[src/rtl/tpc_pkg.sv]
/*
  Constants and types for the 16-bit timer reset, trigger-clear and
  prescale control block: register indices, field positions, reset values.
  Assumes register indices are word indices on APB (byte address = 4*index).
*/
`default_nettype none

package tpc_pkg;

  // register word indices; byte address is four times the index
  localparam logic [7:0] IDX_GLOBAL_IRQ_CTRL = 8'h0B;
  localparam logic [7:0] IDX_PERIPH_FLAGS    = 8'h0C;
  localparam logic [7:0] IDX_COUNTER_LOW     = 8'h0E;
  localparam logic [7:0] IDX_COUNTER_HIGH    = 8'h0F;
  localparam logic [7:0] IDX_COUNTER_CTRL    = 8'h10;
  localparam logic [7:0] IDX_PERIPH_ENABLES  = 8'h8C;

  // field positions
  localparam int GLOBAL_IRQ_ENABLE_BIT     = 7;
  localparam int PERIPHERAL_IRQ_ENABLE_BIT = 6;
  localparam int OVERFLOW_FLAG_BIT         = 0;
  localparam int OVERFLOW_IRQ_ENABLE_BIT   = 0;
  localparam int CTRL_W                    = 6;

  // reset values
  localparam logic [CTRL_W-1:0] CTRL_RESET        = 6'h00;
  localparam logic [7:0]        GLOBAL_IRQ_RESET  = 8'h00;
  // bits of the global control kept by a non-power-on reset
  localparam logic [7:0]        GLOBAL_IRQ_KEEP   = 8'h01;
  localparam logic [2:0]        PRESCALE_RESET    = 3'h0;

  // compare unit mode code that requests the special event trigger
  localparam logic [3:0]  SPECIAL_EVENT_MODE = 4'hB;
  localparam logic [15:0] COUNTER_TOP        = 16'hFFFF;

  typedef struct packed {
    logic [1:0] prescale_select;
    logic       aux_oscillator_enable;
    logic       external_sync_disable;
    logic       clock_source_select;
    logic       counter_run;
  } tpc_ctrl_s;

endpackage : tpc_pkg

`default_nettype wire

[src/rtl/tpc_timer.sv]
/*
  16-bit timer/counter core with prescaler, special event trigger clear,
  overflow flag and interrupt, behind an APB slave.
  Assumes: reset is power-on/brown-out; other_reset is a one-cycle
  synchronous pulse for every other reset source; ext_clk_in and sleep are
  synchronous to clk; clk is the instruction clock.
*/
// Chosen here: the APB slave port.
// Behaviour
// - compare mode 1011 with a match fires the trigger that clears the counter
// - a trigger clear never sets the overflow flag
// - a counter byte write in the trigger cycle wins over the clear
// - with trigger clear the counter runs zero to compare value, then restarts
// - counter bytes survive every reset; only the trigger and the rollover past FFFF clear them
// - power-on/brown-out zeroes the control register; other resets keep it
// - any counter byte write zeroes the prescaler count
// - internal clock source counts instruction cycles; sync control ignored
// - external mode counts rising edges, first only after a falling edge
// - asynchronous counter mode keeps counting in sleep and can wake
`timescale 1ns/100ps
`default_nettype none

module tpc_timer
  import tpc_pkg::*;
#(
  parameter int ADDR_W = 12
) (
  input  wire logic              clk,
  input  wire logic              reset,
  input  wire logic              other_reset,
  input  wire logic [ADDR_W-1:0] paddr,
  input  wire logic              psel,
  input  wire logic              penable,
  input  wire logic              pwrite,
  input  wire logic [31:0]       pwdata,
  input  wire logic [3:0]        pstrb,
  output logic      [31:0]       prdata,
  output logic                   pready,
  output logic                   pslverr,
  input  wire logic              ext_clk_in,
  input  wire logic              sleep,
  input  wire logic [3:0]        compare_mode_field,
  input  wire logic [7:0]        compare_value_high,
  input  wire logic [7:0]        compare_value_low,
  output logic                   special_event_trigger,
  output logic                   aux_oscillator_enable,
  output logic                   irq,
  output logic                   wake
);

  tpc_ctrl_s   counter_control_ff;
  tpc_ctrl_s   nxt_counter_control;
  logic [7:0]  global_irq_ff;
  logic [7:0]  nxt_global_irq;
  logic        overflow_flag_ff;
  logic        nxt_overflow_flag;
  logic        overflow_irq_enable_ff;
  logic        nxt_overflow_irq_enable;
  logic [15:0] counter_ff;
  logic [15:0] nxt_counter;
  logic [2:0]  prescale_ff;
  logic [2:0]  nxt_prescale;
  logic        ext_q_ff;
  logic        armed_ff;
  logic        nxt_armed;
  logic [31:0] prdata_ff;
  logic [31:0] nxt_prdata;

  // bus decode
  wire         upper_zero  = (paddr[ADDR_W-1:10] == '0) && (paddr[1:0] == 2'h0);
  wire  [7:0]  word_idx    = paddr[9:2];
  wire         sel_gic     = upper_zero && (word_idx == IDX_GLOBAL_IRQ_CTRL);
  wire         sel_flags   = upper_zero && (word_idx == IDX_PERIPH_FLAGS);
  wire         sel_low     = upper_zero && (word_idx == IDX_COUNTER_LOW);
  wire         sel_high    = upper_zero && (word_idx == IDX_COUNTER_HIGH);
  wire         sel_ctrl    = upper_zero && (word_idx == IDX_COUNTER_CTRL);
  wire         sel_enables = upper_zero && (word_idx == IDX_PERIPH_ENABLES);
  wire         hit         = sel_gic | sel_flags | sel_low | sel_high
                             | sel_ctrl | sel_enables;
  wire         access      = psel && penable;
  wire         wr_en       = access && pwrite && pstrb[0] && hit;
  wire         rd_setup    = psel && !penable && !pwrite;
  wire         rd_flags    = access && !pwrite && sel_flags;
  wire         wr_gic      = wr_en && sel_gic;
  wire         wr_flags    = wr_en && sel_flags;
  wire         wr_low      = wr_en && sel_low;
  wire         wr_high     = wr_en && sel_high;
  wire         wr_ctrl     = wr_en && sel_ctrl;
  wire         wr_enables  = wr_en && sel_enables;
  wire         cnt_wr      = wr_low || wr_high;

  wire  [7:0]  rd_mux =
    sel_gic     ? global_irq_ff :
    sel_flags   ? {7'h00, overflow_flag_ff} :
    sel_low     ? counter_ff[7:0] :
    sel_high    ? counter_ff[15:8] :
    sel_ctrl    ? {2'h0, counter_control_ff} :
    sel_enables ? {7'h00, overflow_irq_enable_ff} : 8'h00;

  assign nxt_prdata = rd_setup ? {24'h000000, rd_mux} : prdata_ff;
  assign prdata     = prdata_ff;
  // zero wait states; the read value is latched in the setup cycle
  assign pready     = 1'b1;
  assign pslverr    = access && !hit;

  // clock source and prescaler
  wire         run       = counter_control_ff.counter_run;
  wire         ext_mode  = counter_control_ff.clock_source_select;
  wire         async_cnt = ext_mode && counter_control_ff.external_sync_disable;
  wire         ext_rise  = ext_clk_in && !ext_q_ff;
  wire         ext_fall  = !ext_clk_in && ext_q_ff;
  // instruction clock stops in sleep, so the internal source is gated by it
  wire         src_edge  = ext_mode ? (ext_rise && armed_ff) : !sleep;
  wire  [2:0]  ratio_m1  =
    (counter_control_ff.prescale_select == 2'h0) ? 3'h0 :
    (counter_control_ff.prescale_select == 2'h1) ? 3'h1 :
    (counter_control_ff.prescale_select == 2'h2) ? 3'h3 : 3'h7;
  wire         pre_step  = run && src_edge;
  wire         pre_wrap  = pre_step && (prescale_ff == ratio_m1);
  // synchronized mode stalls in sleep; the ripple prescaler keeps going
  wire         tick      = pre_wrap && (!sleep || async_cnt);

  assign nxt_prescale =
    cnt_wr   ? PRESCALE_RESET :
    pre_wrap ? PRESCALE_RESET :
    pre_step ? 3'(prescale_ff + 3'h1) : prescale_ff;

  // armed only after a falling edge seen while enabled in counter mode
  assign nxt_armed = !(run && ext_mode) ? 1'b0 :
                     ext_fall           ? 1'b1 : armed_ff;

  // special event trigger and counter
  wire  [15:0] compare_value = {compare_value_high, compare_value_low};
  wire         special_mode  = (compare_mode_field == SPECIAL_EVENT_MODE);
  // match on the tick that would leave the compare value: period is value+1
  wire         special_evt   = special_mode && tick
                               && (counter_ff == compare_value);
  wire         rollover      = tick && (counter_ff == COUNTER_TOP);
  wire  [15:0] cnt_inc       = 16'(counter_ff + 16'h0001);

  assign special_event_trigger = special_evt;

  assign nxt_counter =
    wr_low      ? {counter_ff[15:8], pwdata[7:0]} :
    wr_high     ? {pwdata[7:0], counter_ff[7:0]} :
    special_evt ? 16'h0000 :
    tick        ? cnt_inc : counter_ff;

  // flag: hardware set wins over read clear and over a software write of 0
  wire         ovf_set  = rollover && !special_evt && !cnt_wr;
  // a read clears only what it actually returned
  wire         ovf_keep = wr_flags ? pwdata[OVERFLOW_FLAG_BIT] :
                          (overflow_flag_ff && !(rd_flags && prdata_ff[0]));
  assign nxt_overflow_flag = other_reset ? ovf_set : (ovf_set || ovf_keep);

  assign nxt_overflow_irq_enable =
    other_reset ? 1'b0 :
    wr_enables  ? pwdata[OVERFLOW_IRQ_ENABLE_BIT] : overflow_irq_enable_ff;

  assign nxt_global_irq =
    other_reset ? (global_irq_ff & GLOBAL_IRQ_KEEP) :
    wr_gic      ? pwdata[7:0] : global_irq_ff;

  // other resets leave the control register as it is
  assign nxt_counter_control =
    wr_ctrl ? tpc_ctrl_s'(pwdata[CTRL_W-1:0]) : counter_control_ff;

  wire         pending = overflow_flag_ff && overflow_irq_enable_ff;
  assign wake  = pending;
  assign irq   = pending && global_irq_ff[GLOBAL_IRQ_ENABLE_BIT]
                 && global_irq_ff[PERIPHERAL_IRQ_ENABLE_BIT];
  assign aux_oscillator_enable = counter_control_ff.aux_oscillator_enable;

  // reset input is power-on/brown-out only
  always_ff @(posedge clk or posedge reset) begin
    if (reset) begin
      counter_control_ff     <= tpc_ctrl_s'(CTRL_RESET);
      global_irq_ff          <= GLOBAL_IRQ_RESET;
      overflow_flag_ff       <= 1'b0;
      overflow_irq_enable_ff <= 1'b0;
      prescale_ff            <= PRESCALE_RESET;
      ext_q_ff               <= 1'b0;
      armed_ff               <= 1'b0;
      prdata_ff              <= 32'h00000000;
    end else begin
      counter_control_ff     <= nxt_counter_control;
      global_irq_ff          <= nxt_global_irq;
      overflow_flag_ff       <= nxt_overflow_flag;
      overflow_irq_enable_ff <= nxt_overflow_irq_enable;
      prescale_ff            <= nxt_prescale;
      ext_q_ff               <= ext_clk_in;
      armed_ff               <= nxt_armed;
      prdata_ff              <= nxt_prdata;
    end
  end

  // no reset at all: contents are unknown until first written
  always_ff @(posedge clk) begin
    counter_ff <= nxt_counter;
  end

  trig_clear_a: assert property (
    @(posedge clk) disable iff (reset)
    special_evt && !cnt_wr |=> counter_ff == 16'h0000)
    else $error("trigger did not clear the counter");

  no_trig_flag_a: assert property (
    @(posedge clk) disable iff (reset)
    special_evt && !wr_flags |=> !$rose(overflow_flag_ff))
    else $error("trigger clear set the overflow flag");

  write_wins_a: assert property (
    @(posedge clk) disable iff (reset)
    wr_low && special_evt |=> counter_ff[7:0] == $past(pwdata[7:0]))
    else $error("trigger overrode a counter write");

  period_wrap_a: assert property (
    @(posedge clk) disable iff (reset)
    special_mode && tick && !cnt_wr && counter_ff == compare_value
    |=> counter_ff == 16'h0000
    ##0 (!special_event_trigger || compare_value == 16'h0000))
    else $error("counter passed the compare value");

  cnt_retain_a: assert property (
    @(posedge clk) disable iff (reset)
    other_reset && !tick && !cnt_wr |=> $stable(counter_ff))
    else $error("counter changed on a reset");

  ctrl_retain_a: assert property (
    @(posedge clk) disable iff (reset)
    other_reset && !wr_ctrl |=> $stable(counter_control_ff))
    else $error("control register changed on a reset");

  presc_clear_a: assert property (
    @(posedge clk) disable iff (reset)
    cnt_wr |=> prescale_ff == 3'h0)
    else $error("prescaler not cleared by counter write");

  timer_count_a: assert property (
    @(posedge clk) disable iff (reset)
    run && !ext_mode && !sleep && !cnt_wr && !special_evt
    && counter_control_ff.prescale_select == 2'h0 && prescale_ff == 3'h0
    |=> counter_ff == 16'($past(counter_ff) + 16'h0001))
    else $error("timer mode missed an instruction cycle");

  first_edge_a: assert property (
    @(posedge clk) disable iff (reset)
    ext_mode && !armed_ff && !cnt_wr |=> $stable(counter_ff))
    else $error("counted before a falling edge was seen");

  async_sleep_a: assert property (
    @(posedge clk) disable iff (reset)
    sleep && async_cnt && pre_wrap |-> tick)
    else $error("asynchronous counter stalled in sleep");

  overflow_set_a: assert property (
    @(posedge clk) disable iff (reset)
    rollover && !special_evt && !cnt_wr |=> overflow_flag_ff [*1]
    ##0 counter_ff == 16'h0000)
    else $error("rollover did not set the overflow flag");

  // bus side: zero wait states, error only inside an access phase
  pready_high_a: assert property (
    @(posedge clk) disable iff (reset)
    psel |-> pready)
    else $error("slave inserted a wait state");

  slverr_scope_a: assert property (
    @(posedge clk) disable iff (reset)
    pslverr |-> psel && penable)
    else $error("error response outside an access phase");

  rdata_upper_a: assert property (
    @(posedge clk) disable iff (reset)
    1'b1 |-> prdata[31:8] == 24'h000000)
    else $error("upper read data bits not zero");

  // flag and interrupt level behaviour
  flag_rdclr_a: assert property (
    @(posedge clk) disable iff (reset)
    rd_flags && prdata_ff[0] && !rollover && !wr_flags |=> !overflow_flag_ff)
    else $error("flag not cleared by its read");

  flag_hold_a: assert property (
    @(posedge clk) disable iff (reset)
    overflow_flag_ff && !rd_flags && !wr_flags && !other_reset
    |=> overflow_flag_ff)
    else $error("overflow flag dropped by itself");

  ovf_cause_a: assert property (
    @(posedge clk) disable iff (reset)
    $rose(overflow_flag_ff) && !$past(wr_flags) |-> $past(rollover))
    else $error("overflow flag set without a rollover");

  irq_level_a: assert property (
    @(posedge clk) disable iff (reset)
    irq |-> overflow_flag_ff && overflow_irq_enable_ff)
    else $error("interrupt without an enabled flag");

  wake_level_a: assert property (
    @(posedge clk) disable iff (reset)
    overflow_flag_ff && overflow_irq_enable_ff |-> wake)
    else $error("enabled flag did not request wake");

  // trigger generation and counter high byte write
  trig_tick_a: assert property (
    @(posedge clk) disable iff (reset)
    special_event_trigger |-> tick && special_mode)
    else $error("trigger without a counting tick");

  trig_mode_a: assert property (
    @(posedge clk) disable iff (reset)
    !special_mode |-> !special_event_trigger)
    else $error("trigger outside special event mode");

  high_write_a: assert property (
    @(posedge clk) disable iff (reset)
    wr_high |=> counter_ff[15:8] == $past(pwdata[7:0]))
    else $error("high byte write lost");

  // clock sources and sleep
  int_sleep_a: assert property (
    @(posedge clk) disable iff (reset)
    sleep && !ext_mode |-> !pre_step)
    else $error("internal source stepped in sleep");

  sync_stall_a: assert property (
    @(posedge clk) disable iff (reset)
    sleep && ext_mode && !async_cnt |-> !tick)
    else $error("synchronized counter ticked in sleep");

  arm_drop_a: assert property (
    @(posedge clk) disable iff (reset)
    !(run && ext_mode) |=> !armed_ff)
    else $error("edge arming kept outside counter mode");

  // register writes and reset retention
  ctrl_write_a: assert property (
    @(posedge clk) disable iff (reset)
    wr_ctrl |=> {counter_control_ff} == $past(pwdata[CTRL_W-1:0]))
    else $error("control write lost");

  gic_keep_a: assert property (
    @(posedge clk) disable iff (reset)
    other_reset && !wr_gic
    |=> global_irq_ff == ($past(global_irq_ff) & GLOBAL_IRQ_KEEP))
    else $error("global control wrong after a reset");

endmodule // tpc_timer

`default_nettype wire

[config.mk]
export PLATFORM = sky130hd
export DESIGN_NAME = tpc_timer
export DESIGN_NICKNAME = d
export VERILOG_FILES = /design/src/rtl/tpc_pkg.sv /design/src/rtl/tpc_timer.sv
export SDC_FILE = /design/constraint.sdc
export NUM_CORES = 1
export LEC_CHECK = 0
export BUFFER_PORTS_ARGS = -buffer_cell sky130_fd_sc_hd__buf_2
export CAP_MARGIN = 0
export CORE_MARGIN = 5
export CORE_UTILIZATION = 55
export CTS_BUF_LIST = sky130_fd_sc_hd__clkbuf_4
export CTS_CLUSTER_DIAMETER = 30
export CTS_CLUSTER_SIZE = 24
export DETAILED_ROUTE_END_ITERATION = 8
export GPL_ROUTABILITY_DRIVEN = 0
export PLACE_DENSITY = 0.88
export RECOVER_POWER = 50
export SLEW_MARGIN = 20
export SYNTH_ARGS = -nofsm -noshare
export SYNTH_HDL_FRONTEND = slang
export SYNTH_SLANG_ARGS = --single-unit
[constraint.sdc]
create_clock -name clk -period 4.8 [get_ports clk]
set_clock_uncertainty 0.1 [all_clocks]
set_input_delay 0.24 -clock clk [delete_from_list [all_inputs] [get_ports clk]]
set_output_delay 0.24 -clock clk [all_outputs]
set_load 0.05 [all_outputs]
### Yosys cells after proc, flatten, opt, wreduce, memory -nomap -nowiden

Index checks and enable logic that the tools add are counted.

* flip-flop bits (word level): 45
* output and inout port bits: 38

* equal/unequal tests: 14
* muxes and demuxes: 25
* reduce and logical (&&, ||, !) cells: 63
* $add $sub $neg: 2
* bitwise operators: 7

Operators by type and width (number)
* $mux W8: 7
* $mux W16: 3
* $logic_and A1 B1 Y1: 40
* $eq A8 B4 Y1 const B: 4
* $mux W3: 6
* $add A16 B1 Y16 const B: 1
* $eq A16 B16 Y1: 1
* $eq A16 B16 Y1 const B: 1
* $logic_not A1 Y1: 9
* $reduce_bool A3 Y1: 3
* $eq A8 B5 Y1 const B: 1
* $eq A8 B8 Y1 const B: 1
* $mux W1: 8
* $logic_not A2 Y1: 3
* $mux W6: 1
* $reduce_and A2 Y1: 3
* $or A1 B1 Y1: 5
* $eq A4 B4 Y1 const B: 1
* $ne A2 B2 Y1 const B: 2
* $reduce_bool A2 Y1: 2
* $add A3 B1 Y3 const B: 1
* $eq A3 B3 Y1: 1
* $logic_or A1 B1 Y1: 3
* $eq A2 B1 Y1 const B: 1
* other kinds (2): 3

### Longest topological paths before layout

Gate-level depths: netlist (run 1).

* depth in word-level cells: 15
* mapped depth: 7
* depth with buffers taken out: 6

### Worst setup path after synthesis (run 1)

No wires, ideal clock.

* path kind: flip-flop to output port
* start: register prescale_ff[0]
* end: output port special_event_trigger
* stages on the path, launching flop included: 7
* data required time: 4460 ps
* buffers on the path: 1
* path slack: 2265 ps
* arrival time: 2195 ps
* cell sequence: dfrtp_1 > or2_1 > a2111oi_4 > o21bai_2 > or4_1 > buf_2 > inv_1

* cells in the longest elaborated chain, start to end: 5

RTL lines
* from (decl): RTL line tpc_timer.sv:61 `logic [2:0] prescale_ff;`
* from (signal assigned): RTL line tpc_timer.sv:190 `prescale_ff <= nxt_prescale;`
* $eq A3 B3 Y1: RTL line tpc_timer.sv:119 `wire pre_wrap = pre_step && (prescale_ff == ratio_m1);`
* $logic_and A1 B1 Y1: RTL line tpc_timer.sv:119
* $logic_and A1 B1 Y1: RTL line tpc_timer.sv:121 `wire tick = pre_wrap && (!sleep || async_cnt);`
* $logic_and A1 B1 Y1: RTL line tpc_timer.sv:136 `wire special_evt = special_mode && tick`
* $logic_and A1 B1 Y1: RTL line tpc_timer.sv:137 `&& (counter_ff == compare_value);`
* to (decl): RTL line tpc_timer.sv:45 `output logic special_event_trigger,`

No other way between the ends.

### Worst setup path after layout (run 1)

Ends and elaborated chain as after synthesis.

==> results.sh, run 1 <==
export IMPL_antenna_found_initial=0
export IMPL_diodes=0
export IMPL_dp_slack_ns=2.07
export IMPL_ys_types=55
export IMPL_grt_first_pass_wirelength_mm=12.2
export IMPL_synth_top_cell_by_area="dfrtp_1"
export IMPL_relSlewSlack_pct=28.7
export IMPL_io_pins=114
export IMPL_drc_errors=0
export IMPL_grt_met3_usage_pct=5.73
export IMPL_core_area_um2=5470
export IMPL_fin_util_pct=62.9
export IMPL_fp_row_count=27
export IMPL_powerDensity_nw_per_um2=249
export IMPL_crit_required_ns=4.46
export IMPL_die_w_um=85.0
export IMPL_crit_fanout=9
export IMPL_drt_pass1_iterations=6
export IMPL_syn2layout_area_growth_pct=11.2
export IMPL_r2r_start="prescale_ff[0]"
export IMPL_peakVddDrop_mv=0.243
export IMPL_hold_viol=0
export IMPL_die_area_um2=7230
export IMPL_gr_total_overflow=0
export IMPL_die_h_um=85.0
export IMPL_max_freq_mhz=318
export IMPL_detail_route_wl_per_cell_um=16.4
export IMPL_combPwrFrac_pct=18.0
export IMPL_clock_latency_ns=0.37
export IMPL_postRouteWirelength_mm=7.43
export IMPL_grt_setup_unrepaired="false"
export IMPL_port_buffers=61
export IMPL_numCtsBuffers=5
export IMPL_synthTopCellsByArea="dfrtp_1, edfxtp_1, buf_4, xor2_1, mux2_2"
export IMPL_syn_cell_area_um2=3100
export IMPL_synth_enable_flop_cells=16
export IMPL_synth_seq_cells=45
export IMPL_via_per_inst=5.82
export IMPL_ant_nets=0
export IMPL_globalRouteMet1Util_pct=28.8
export IMPL_cts_sinks=45
export IMPL_crit_arrival_ns=2.80
export IMPL_drt_iter0_markers=236
export IMPL_finalCritPeriodShare_pct=65.5
export IMPL_clockBufferDepth=2
export IMPL_path_clk_slew_ns=0.14
export IMPL_maxSlewViolCount=0
export IMPL_start_util_pct=56.6
export IMPL_grt_util_all_layers_pct=21.2
export IMPL_p_sw_share_pct=29.6
export IMPL_cts_resized=0
export IMPL_critPathKind="register to output port"
export IMPL_leakagePower_nw=1.43
export IMPL_use_met2_pct=31.6
export IMPL_power_frac_clock_pct=34.1
export IMPL_synth_area_per_cell_um2=9.55
export IMPL_status="complete, no violations"
export IMPL_via_count=2637
export IMPL_final_nets=458
export IMPL_p_switching_w=0.000254
export IMPL_yosysTopAreaCellShare_pct=23.4
export IMPL_synthCells=324
export IMPL_grt_pass1_vias=2553
export IMPL_fillers=470
export IMPL_worst_pin_slew_ns=1.07
export IMPL_start_kind="register"
export IMPL_hold_path_class="primary input to register"
export IMPL_setup_tns_final_ns=0
export IMPL_setup_viol=0
export IMPL_yosys_warnings=0
export IMPL_grt_max_degree=30
export IMPL_p_int_w=0.000603
export IMPL_synth_top_flop_cell="dfrtp_1"
export IMPL_cts_tree="built"
export IMPL_busiest_layer="met2"
export IMPL_end_kind="output port"
export IMPL_startpoint="prescale_ff[0]"
export IMPL_layout_setup_ws_ns=1.66
export IMPL_fin_crit_ns=3.14
export IMPL_drive_gt1_share_pct=20.2
export IMPL_seqPwrFrac_pct=47.9
export IMPL_hp_start="other_reset"
export IMPL_seq_area_frac_synth_pct=39.0
export IMPL_cap_violations=0
export IMPL_async_reset_ff_share_pct=64.4
export IMPL_post_dp_hpwl_mm=5.72
export IMPL_root_buffer="clkbuf_4"
export IMPL_cts_max_level=2
==> stage by stage <==
stage | power (W) | hold slack, ns | std cells | instance area [um^2]
6_report | 0.000857 | 0.0471 | 453 | 3440
5_1_grt | 0.000891 | 0.0320 | 453 | 3440
4_1_cts | 0.000863 | 0.0373 | 452 | 3460
3_5_place_dp | 0.000574 | 0.285 | 443 | 3350
3_3_place_gp | 0.000571 | 0.277 | 443 | 3350
2_1_floorplan | 0.000544 | 0.171 | 347 | 3180
==> area by class of cell <==
type	count	area [um^2]	area share [%]
Clock buffer	5	37.5	1.09
Clock inverter	3	68.8	2.00
Inverter	6	22.5	0.655
Multi-Input combinational cell	258	1700	49.3
Sequential cell	45	1210	35.1
Tap cell	72	90.1	2.62
Timing Repair Buffer	64	318	9.24
==> timing repair <==
item / in CTS / in global routing
hold endpoints to repair: 1 / 29
hold buffers: 1 / 1
buffers inserted: 0 / 0
==> per-layer routing <==
| layer | wire length (um) | vias up |
|---|---|---|
| li1 | - | 1242 |
| met2 | 3230 | 144 |
| met4 | 240 | 0 |
| met3 | 768 | 20 |
| met5 | 0 | - |
| met1 | 3190 | 1231 |
==> logic make-up (layout without fill, tap and decap cells) <==
logic type	count (synthesis)	count (layout)	share of synthesized area, %
DFF	45	45	39.0
adders and majority gates	2	2	0.808
AOI/OAI and AO/OA	56	56	13.9
muxes	25	25	8.57
other	2	25	0.243
and+or+nand+nor	119	119	20.3
xor gates and xnor gates	31	31	8.77
buffers and inverters	44	78	8.41
==> path summary, 6_finish.rpt <==
kind / slack, ns / to / cells past startpoint
worst max-delay path: 1.66 / special_event_trigger / 6
worst min-delay path: 0.05 / global_irq_ff[1] / 2
worst max register to register: 2.11 / counter_ff[2] / 5
worst min register to register: 0.41 / armed_ff / 2
max in group asynchronous: 3.41 / overflow_flag_ff / 3
min in group asynchronous: 0.55 / prdata[3] / 3
==> synthesized netlist by cell type, types with 3 or more instances <==
library cell	count
a21oi_1	15
clkbuf_1	10
nand3_1	11
buf_4	25
nand4_1	5
nor2_1	34
nand2_1	22
o21ai_0	11
nor3_1	16
mux2i_1	13
a222oi_1	5
inv_1	6
and4b_1	3
xor2_1	20
edfxtp_1	16
xnor2_1	11
dfrtp_1	29
mux2_2	12
a22o_1	8
nor4_1	3
==> registers in the layout, summed over array words and instances (netlist names) <==
| name | count |
|---|---|
| global_irq_ff | 8 |
| run | 1 |
| counter_ff | 16 |
| counter_control_ff | 3 |
| ext_q_ff | 1 |
| prescale_ff | 3 |
| armed_ff | 1 |
| prdata | 8 |
| overflow_irq_enable_ff | 1 |
| ext_mode | 1 |
| overflow_flag_ff | 1 |
| aux_oscillator_enable | 1 |
==> cells in the final DEF, fill, tap and decap left out, drive strengths merged, types with 4 or more instances in the layout <==
| cell | instances |
|---|---|
| nor3 | 18 |
| edfxtp | 16 |
| a222oi | 5 |
| xor2 | 20 |
| nand4 | 5 |
| conb | 25 |
| a21oi | 15 |
| nor4 | 4 |
| inv | 7 |
| o21ai | 11 |
| mux2i | 13 |
| dfrtp | 29 |
| a22o | 8 |
| nand3 | 11 |
| nand2 | 23 |
| buf | 50 |
| clkbuf | 17 |
| mux2 | 12 |
| nor2 | 34 |
| xnor2 | 11 |
==> power groups by stage <==
stage	registers, W	logic [W]	clock network [W]
6_report	0.000410	0.000154	0.000292
2_1_floorplan	0.000451	0.0000931	0
5_1_grt	0.000412	0.000164	0.000315
4_1_cts	0.000410	0.000157	0.000296
3_5_place_dp	0.000417	0.000156	0
3_3_place_gp	0.000418	0.000154	0
==> worst max-delay path: stages, from the launching register on <==
cell and delay, ns:
dfrtp_1 0.46, or2_1 0.28, a2111oi_4 0.43, o21bai_2 0.20, or4_1 0.71, inv_1 0.09
buf_2 0.26
(Power assumes the default switching activity.)
==> inputs of run 2 (changes only) <==
Settings changed: CORE_UTILIZATION 55 to 47, PLACE_DENSITY 0.88 to 0.8.
Clock period 4.8 ns to 2.89 ns, I/O delays scaled along.
==> run 2 against run 1 <==
Sequential share of layout area shrank 1.5 points. Global-route usage shrank 2.2 points. First-iteration DRC count shrank 25%. Worst setup slack lost 1.6 ns. Count of clock-buffer cells in the layout is the same. Via count grew 1.4%. Largest cell class unchanged.
==> results.sh, run 2 (synthesis gave the netlist of run 1 again) <==
export IMPL_relSlewSlack_pct=26.8
export IMPL_grt_util_all_layers_pct=19.0
export IMPL_grt_setup_unrepaired="false"
export IMPL_status="complete, no violations"
export IMPL_dp_cells=456
export IMPL_start_util_pct=48.5
export IMPL_antenna_found_initial=0
export IMPL_grt_first_pass_wirelength_mm=12.8
export IMPL_hold_viol=0
export IMPL_postRouteWirelength_mm=7.93
export IMPL_max_freq_mhz=358
export IMPL_setup_viol=0
export IMPL_drt_pass1_iterations=7
export IMPL_finalCritPeriodShare_pct=96.6
export IMPL_ant_nets=0
export IMPL_clockBufferDepth=2
export IMPL_largest_reg_flops=16
export IMPL_post_dp_hpwl_mm=5.98
export IMPL_die_area_um2=8310
export IMPL_core_area_um2=6390
export IMPL_final_cell_mix="buf_2, nor2_1, dfrtp_1"
export IMPL_cts_sinks=45
export IMPL_p_int_w=0.000926
export IMPL_crit_fanout=9
export IMPL_p_sw_share_pct=32.4
export IMPL_end_kind="output port"
export IMPL_powerDensity_nw_per_um2=381
export IMPL_r2r_slack_ns=0.43
export IMPL_io_pins=114
export IMPL_leakagePower_nw=1.50
export IMPL_numCtsBuffers=5
export IMPL_via_count=2673
export IMPL_fin_util_pct=56.3
export IMPL_fin_crit_ns=2.79
export IMPL_start_kind="register"
export IMPL_cts_max_level=2
export IMPL_critPathKind="register to output port"
export IMPL_setup_tns_final_ns=0
export IMPL_cts_tree="built"
export IMPL_cap_violations=0
export IMPL_diodes=0
export IMPL_grt_pass1_vias=2668
export IMPL_grt_max_degree=30
export IMPL_drc_errors=0
export IMPL_worst_pin_slew_ns=1.10
export IMPL_hold_path_class="primary input to register"
export IMPL_fp_row_count=29
export IMPL_power_frac_clock_pct=30.7
export IMPL_p_switching_w=0.000444
export IMPL_drt_iter0_markers=177
export IMPL_top_register="counter_ff"
export IMPL_maxSlewViolCount=0
export IMPL_multiInputGateArea_um2=1720
export IMPL_ff_latch_area_um2=1210
export IMPL_port_buffers=61
export IMPL_fin_cells=475
export IMPL_seqPwrFrac_pct=49.7
export IMPL_drive_gt1_share_pct=22.1
export IMPL_crit_required_ns=2.65
export IMPL_peakVddDrop_mv=0.464
export IMPL_die_w_um=91.2
export IMPL_worstHoldPathCells=2
export IMPL_combPwrFrac_pct=19.5
export IMPL_final_common_cell="buf_2"
export IMPL_detail_route_wl_per_cell_um=16.7
export IMPL_final_nets=475
export IMPL_path_clk_slew_ns=0.16
export IMPL_root_buffer="clkbuf_4"
export IMPL_crit_arrival_ns=2.55
export IMPL_slowest_delay_ns=0.63
export IMPL_via_per_inst=5.63
export IMPL_gr_total_overflow=0
export IMPL_worstRegToRegCells=5
export IMPL_critPathSlowestCell="or4_4"
export IMPL_fillers=565
export IMPL_path_cells="xor2_1, nor4_1, nand2_1, or4_4, inv_1, buf_4"
export IMPL_die_h_um=91.2
export IMPL_syn2layout_area_growth_pct=16.2
export IMPL_clock_latency_ns=0.39
## run 2: layer usage
layer / GRT usage, % / routed length [um] / vias to the layer above / part of all wire (%)
met5: 0 / 0 / - / 0
met3: 5.54 / 721 / 16 / 9.1
li1: - / - / 1283 / -
met2: 29.8 / 3590 / 139 / 45
met1: 25.6 / 3440 / 1235 / 43
met4: 5.62 / 174 / 0 / 2.2
## run 2: area by class of cell
type | count | area share (%)
multi-input cells | 258 | 47.8
flip-flops and latches | 45 | 33.5
repair buffers | 81 | 12.9
well taps | 77 | 2.68
clock inverters | 3 | 1.39
clock buffers | 5 | 1.04
inverters | 6 | 0.626
## run 2: repair_timing
action | 4_1_cts | 5_1_grt
setup endpoints to repair | 1 | 0
hold buffers | 10 | 0
setup buffers | 1 | 0
resized for setup | 2 | 0
endpoints found under the hold margin | 43 | 0
## run 2: path summary, 6_finish.rpt
path / startpoint / end
setup reg to reg: counter_ff[3] / counter_ff[5]
setup / recovery: counter_ff[3] / special_event_trigger
hold / removal: pwdata[2] / counter_control_ff[2]
min in group asynchronous: reset / prdata[3]
max in group asynchronous: reset / overflow_irq_enable_ff
hold reg to reg: armed_ff / armed_ff
## run 2: critical path, delay by kind of cell (launching register included)
kind / cells / cell delay, ns
AND/OR/NAND/NOR: 3 / 1.13
flip-flops: 1 / 0.55
buffers and inverters: 2 / 0.27
XOR/XNOR: 1 / 0.22
## run 2: power by group through the flow
stage                     registers (W)  clock network, W  logic [W]
final                          0.000682          0.000421   0.000268
after global routing           0.000684          0.000459   0.000285
after CTS                      0.000681          0.000431   0.000272
after detailed placement       0.000694                 0   0.000261
after global placement         0.000693                 0   0.000258
after floorplan                0.000749                 0   0.000155
## run 2: per-stage QoR
step           setup slack (ns)  hold WS, ns  instance area, um^2  power (W)
2_1_floorplan             0.451       0.0759                 3180   0.000904
3_3_place_gp              0.268        0.180                 3410   0.000951
3_5_place_dp              0.176        0.190                 3410   0.000955
4_1_cts                   0.105       0.0109                 3610    0.00138
5_1_grt                  0.0173      0.00147                 3600    0.00143
6_report                 0.0973       0.0495                 3600    0.00137
==> inputs of run 3 (changes only) <==
--- a/config.mk
+++ b/config.mk
@@ -16,2 +16,3 @@
 export GPL_ROUTABILITY_DRIVEN = 0
+export GPL_TIMING_DRIVEN = 0
 export PLACE_DENSITY = 0.8
--- a/constraint.sdc
+++ b/constraint.sdc
@@ -4,2 +4,2 @@
 set_output_delay 0.1445 -clock clk [all_outputs]
-set_load 0.05 [all_outputs]
+set_load 0.02 [all_outputs]
==> run 3 against run 2 <==
First-iteration DRC count grew 22%. Non-clock buffer count grew 27. Sequential power is essentially flat. Cell count grew 5.7%. Core utilization grew 2.6 points. Routed wire length shrank 1.5%. Die area is the same. Combinational power shrank 21%. Register-to-register slack lost 0.07 ns. Clock power shrank 2%. Maximum frequency shrank 0.91%. Worst setup slack lost 0.026 ns. Critical endpoint unchanged. Highest routed layer unchanged.
==> results.sh, run 3 (synthesis gave the netlist of run 1 again) <==
export IMPL_status="complete, no violations"
export IMPL_antenna_found_initial=0
export IMPL_drt_iter0_markers=216
export IMPL_die_w_um=91.2
export IMPL_drt_pass1_iterations=6
export IMPL_final_cell_mix="buf_2, nor2_1, dfrtp_1"
export IMPL_clock_latency_ns=0.37
export IMPL_start_util_pct=48.5
export IMPL_critPathKind="register to output port"
export IMPL_syn2layout_area_growth_pct=21.5
export IMPL_hold_path_class="primary input to register"
export IMPL_clockBufferDepth=2
export IMPL_powerDensity_nw_per_um2=347
export IMPL_finalCritPeriodShare_pct=97.5
export IMPL_numCtsBuffers=5
export IMPL_die_area_um2=8310
export IMPL_io_pins=114
export IMPL_leakagePower_nw=1.59
export IMPL_grt_util_all_layers_pct=19.3
export IMPL_gr_total_overflow=0
export IMPL_final_nets=502
export IMPL_use_met2_pct=32.0
export IMPL_cts_sinks=45
export IMPL_cts_max_level=2
export IMPL_fin_crit_ns=2.82
export IMPL_busiest_layer="met2"
export IMPL_fin_util_pct=58.9
export IMPL_start_kind="register"
export IMPL_grt_setup_unrepaired="false"
export IMPL_fin_cells=502
export IMPL_postPlaceCellArea_um2=3580
export IMPL_drive_gt1_share_pct=24.5
export IMPL_largest_reg_flops=16
export IMPL_crit_arrival_ns=2.57
export IMPL_grt_first_pass_wirelength_mm=13.1
export IMPL_core_area_um2=6390
export IMPL_detail_route_wl_per_cell_um=15.6
export IMPL_postRouteWirelength_mm=7.81
export IMPL_maxSlewViolCount=0
export IMPL_final_common_cell="buf_2"
export IMPL_diodes=0
export IMPL_dp_cells=484
export IMPL_worst_pin_slew_ns=1.09
export IMPL_fp_row_count=29
export IMPL_hold_viol=0
export IMPL_stdcell_area_um2=3760
export IMPL_port_buffers=60
export IMPL_via_per_inst=5.43
export IMPL_setup_viol=0
export IMPL_grt_pass1_vias=2743
export IMPL_relSlewSlack_pct=27.5
export IMPL_cts_tree="built"
export IMPL_crit_required_ns=2.65
export IMPL_cap_violations=0
export IMPL_globalRouteMet1Util_pct=25.2
export IMPL_path_clk_slew_ns=0.15
export IMPL_die_h_um=91.2
export IMPL_max_freq_mhz=355
export IMPL_top_register="counter_ff"
export IMPL_ant_nets=0
export IMPL_drc_errors=0
export IMPL_setup_tns_final_ns=0
export IMPL_peakVddDrop_mv=0.355
export IMPL_end_kind="output port"
export IMPL_post_dp_hpwl_mm=6.12
export IMPL_via_count=2727
export IMPL_crit_fanout=9
export IMPL_root_buffer="clkbuf_4"
export IMPL_grt_max_degree=30
export IMPL_grt_met3_usage_pct=4.96
[run 3: changes by cell type in the layout (fill, tap and decap cells not counted), moves of 2 or more]
cell	before	now
buf_4	10	26
clkbuf_1	13	25
buf_1	0	2
buf_2	48	46
inv_6	0	2
[run 3: stage by stage]
| step | hold slack (ns) | total power [W] | worst slack [ns] |
|---|---|---|---|
| after global placement | 0.183 | 0.000896 | 0.296 |
| after CTS | 0.000725 | 0.00131 | 0.0159 |
| after detailed placement | 0.186 | 0.000900 | 0.259 |
| after global routing | 0.0455 | 0.00136 | 0.0112 |
| after floorplan | 0.0759 | 0.000824 | 0.472 |
| final | 0.0458 | 0.00131 | 0.0717 |
[run 3: area by class of cell]
type	instances	area [um^2]
buffer	38	238
clock buffer	5	37.5
clock inverter	3	47.5
fill	571	2620
inverter	6	22.5
multi-input combinational	258	1730
sequential	45	1210
tap	77	96.3
timing repair buffer	70	379
[run 3: final timing paths]
kind,from,endpoint,slack [ns],cells past startpoint
setup / recovery,prescale_ff[0],special_event_trigger,0.07,7
hold / removal,penable,prdata[5],0.05,4
setup reg to reg,prescale_ff[0],counter_ff[0],0.36,6
hold reg to reg,armed_ff,armed_ff,0.44,2
max in group asynchronous,reset,prescale_ff[0],1.50,3
min in group asynchronous,reset,prdata[4],0.46,3
[run 3: worst max-delay path: stages (launching register included)]
cell       delay (ns)
dfrtp_2          0.47
or2_1            0.27
a2111oi_4        0.39
o21bai_4         0.16
or4_1            0.52
buf_2            0.19
inv_1            0.06
buf_2            0.15
[run 3: metal layers]
layer / vias to the layer above / wire (um)
li1: 1330 / -
met3: 15 / 666
met1: 1260 / 3330
met5: - / 0
met2: 122 / 3660
met4: 0 / 159
[run 3: report_power, final]
| part | total (W) | internal (W) | switching, W |
|---|---|---|---|
| Sequential | 0.000682 | 0.000673 | 0.00000901 |
| Clock | 0.000412 | 0.000188 | 0.000224 |
| Combinational | 0.000213 | 0.0000855 | 0.000127 |
| Total | 0.00131 | 0.000947 | 0.000360 |
[run 3: what timing repair did]
action / in CTS / in global routing
setup endpoints to repair: 1 / 8
endpoints found under the hold margin: 37 / 2
hold buffers: 7 / 2
gates resized for setup: 0 / 4
buffers inserted: 1 / 0
pin swaps: 1 / 1
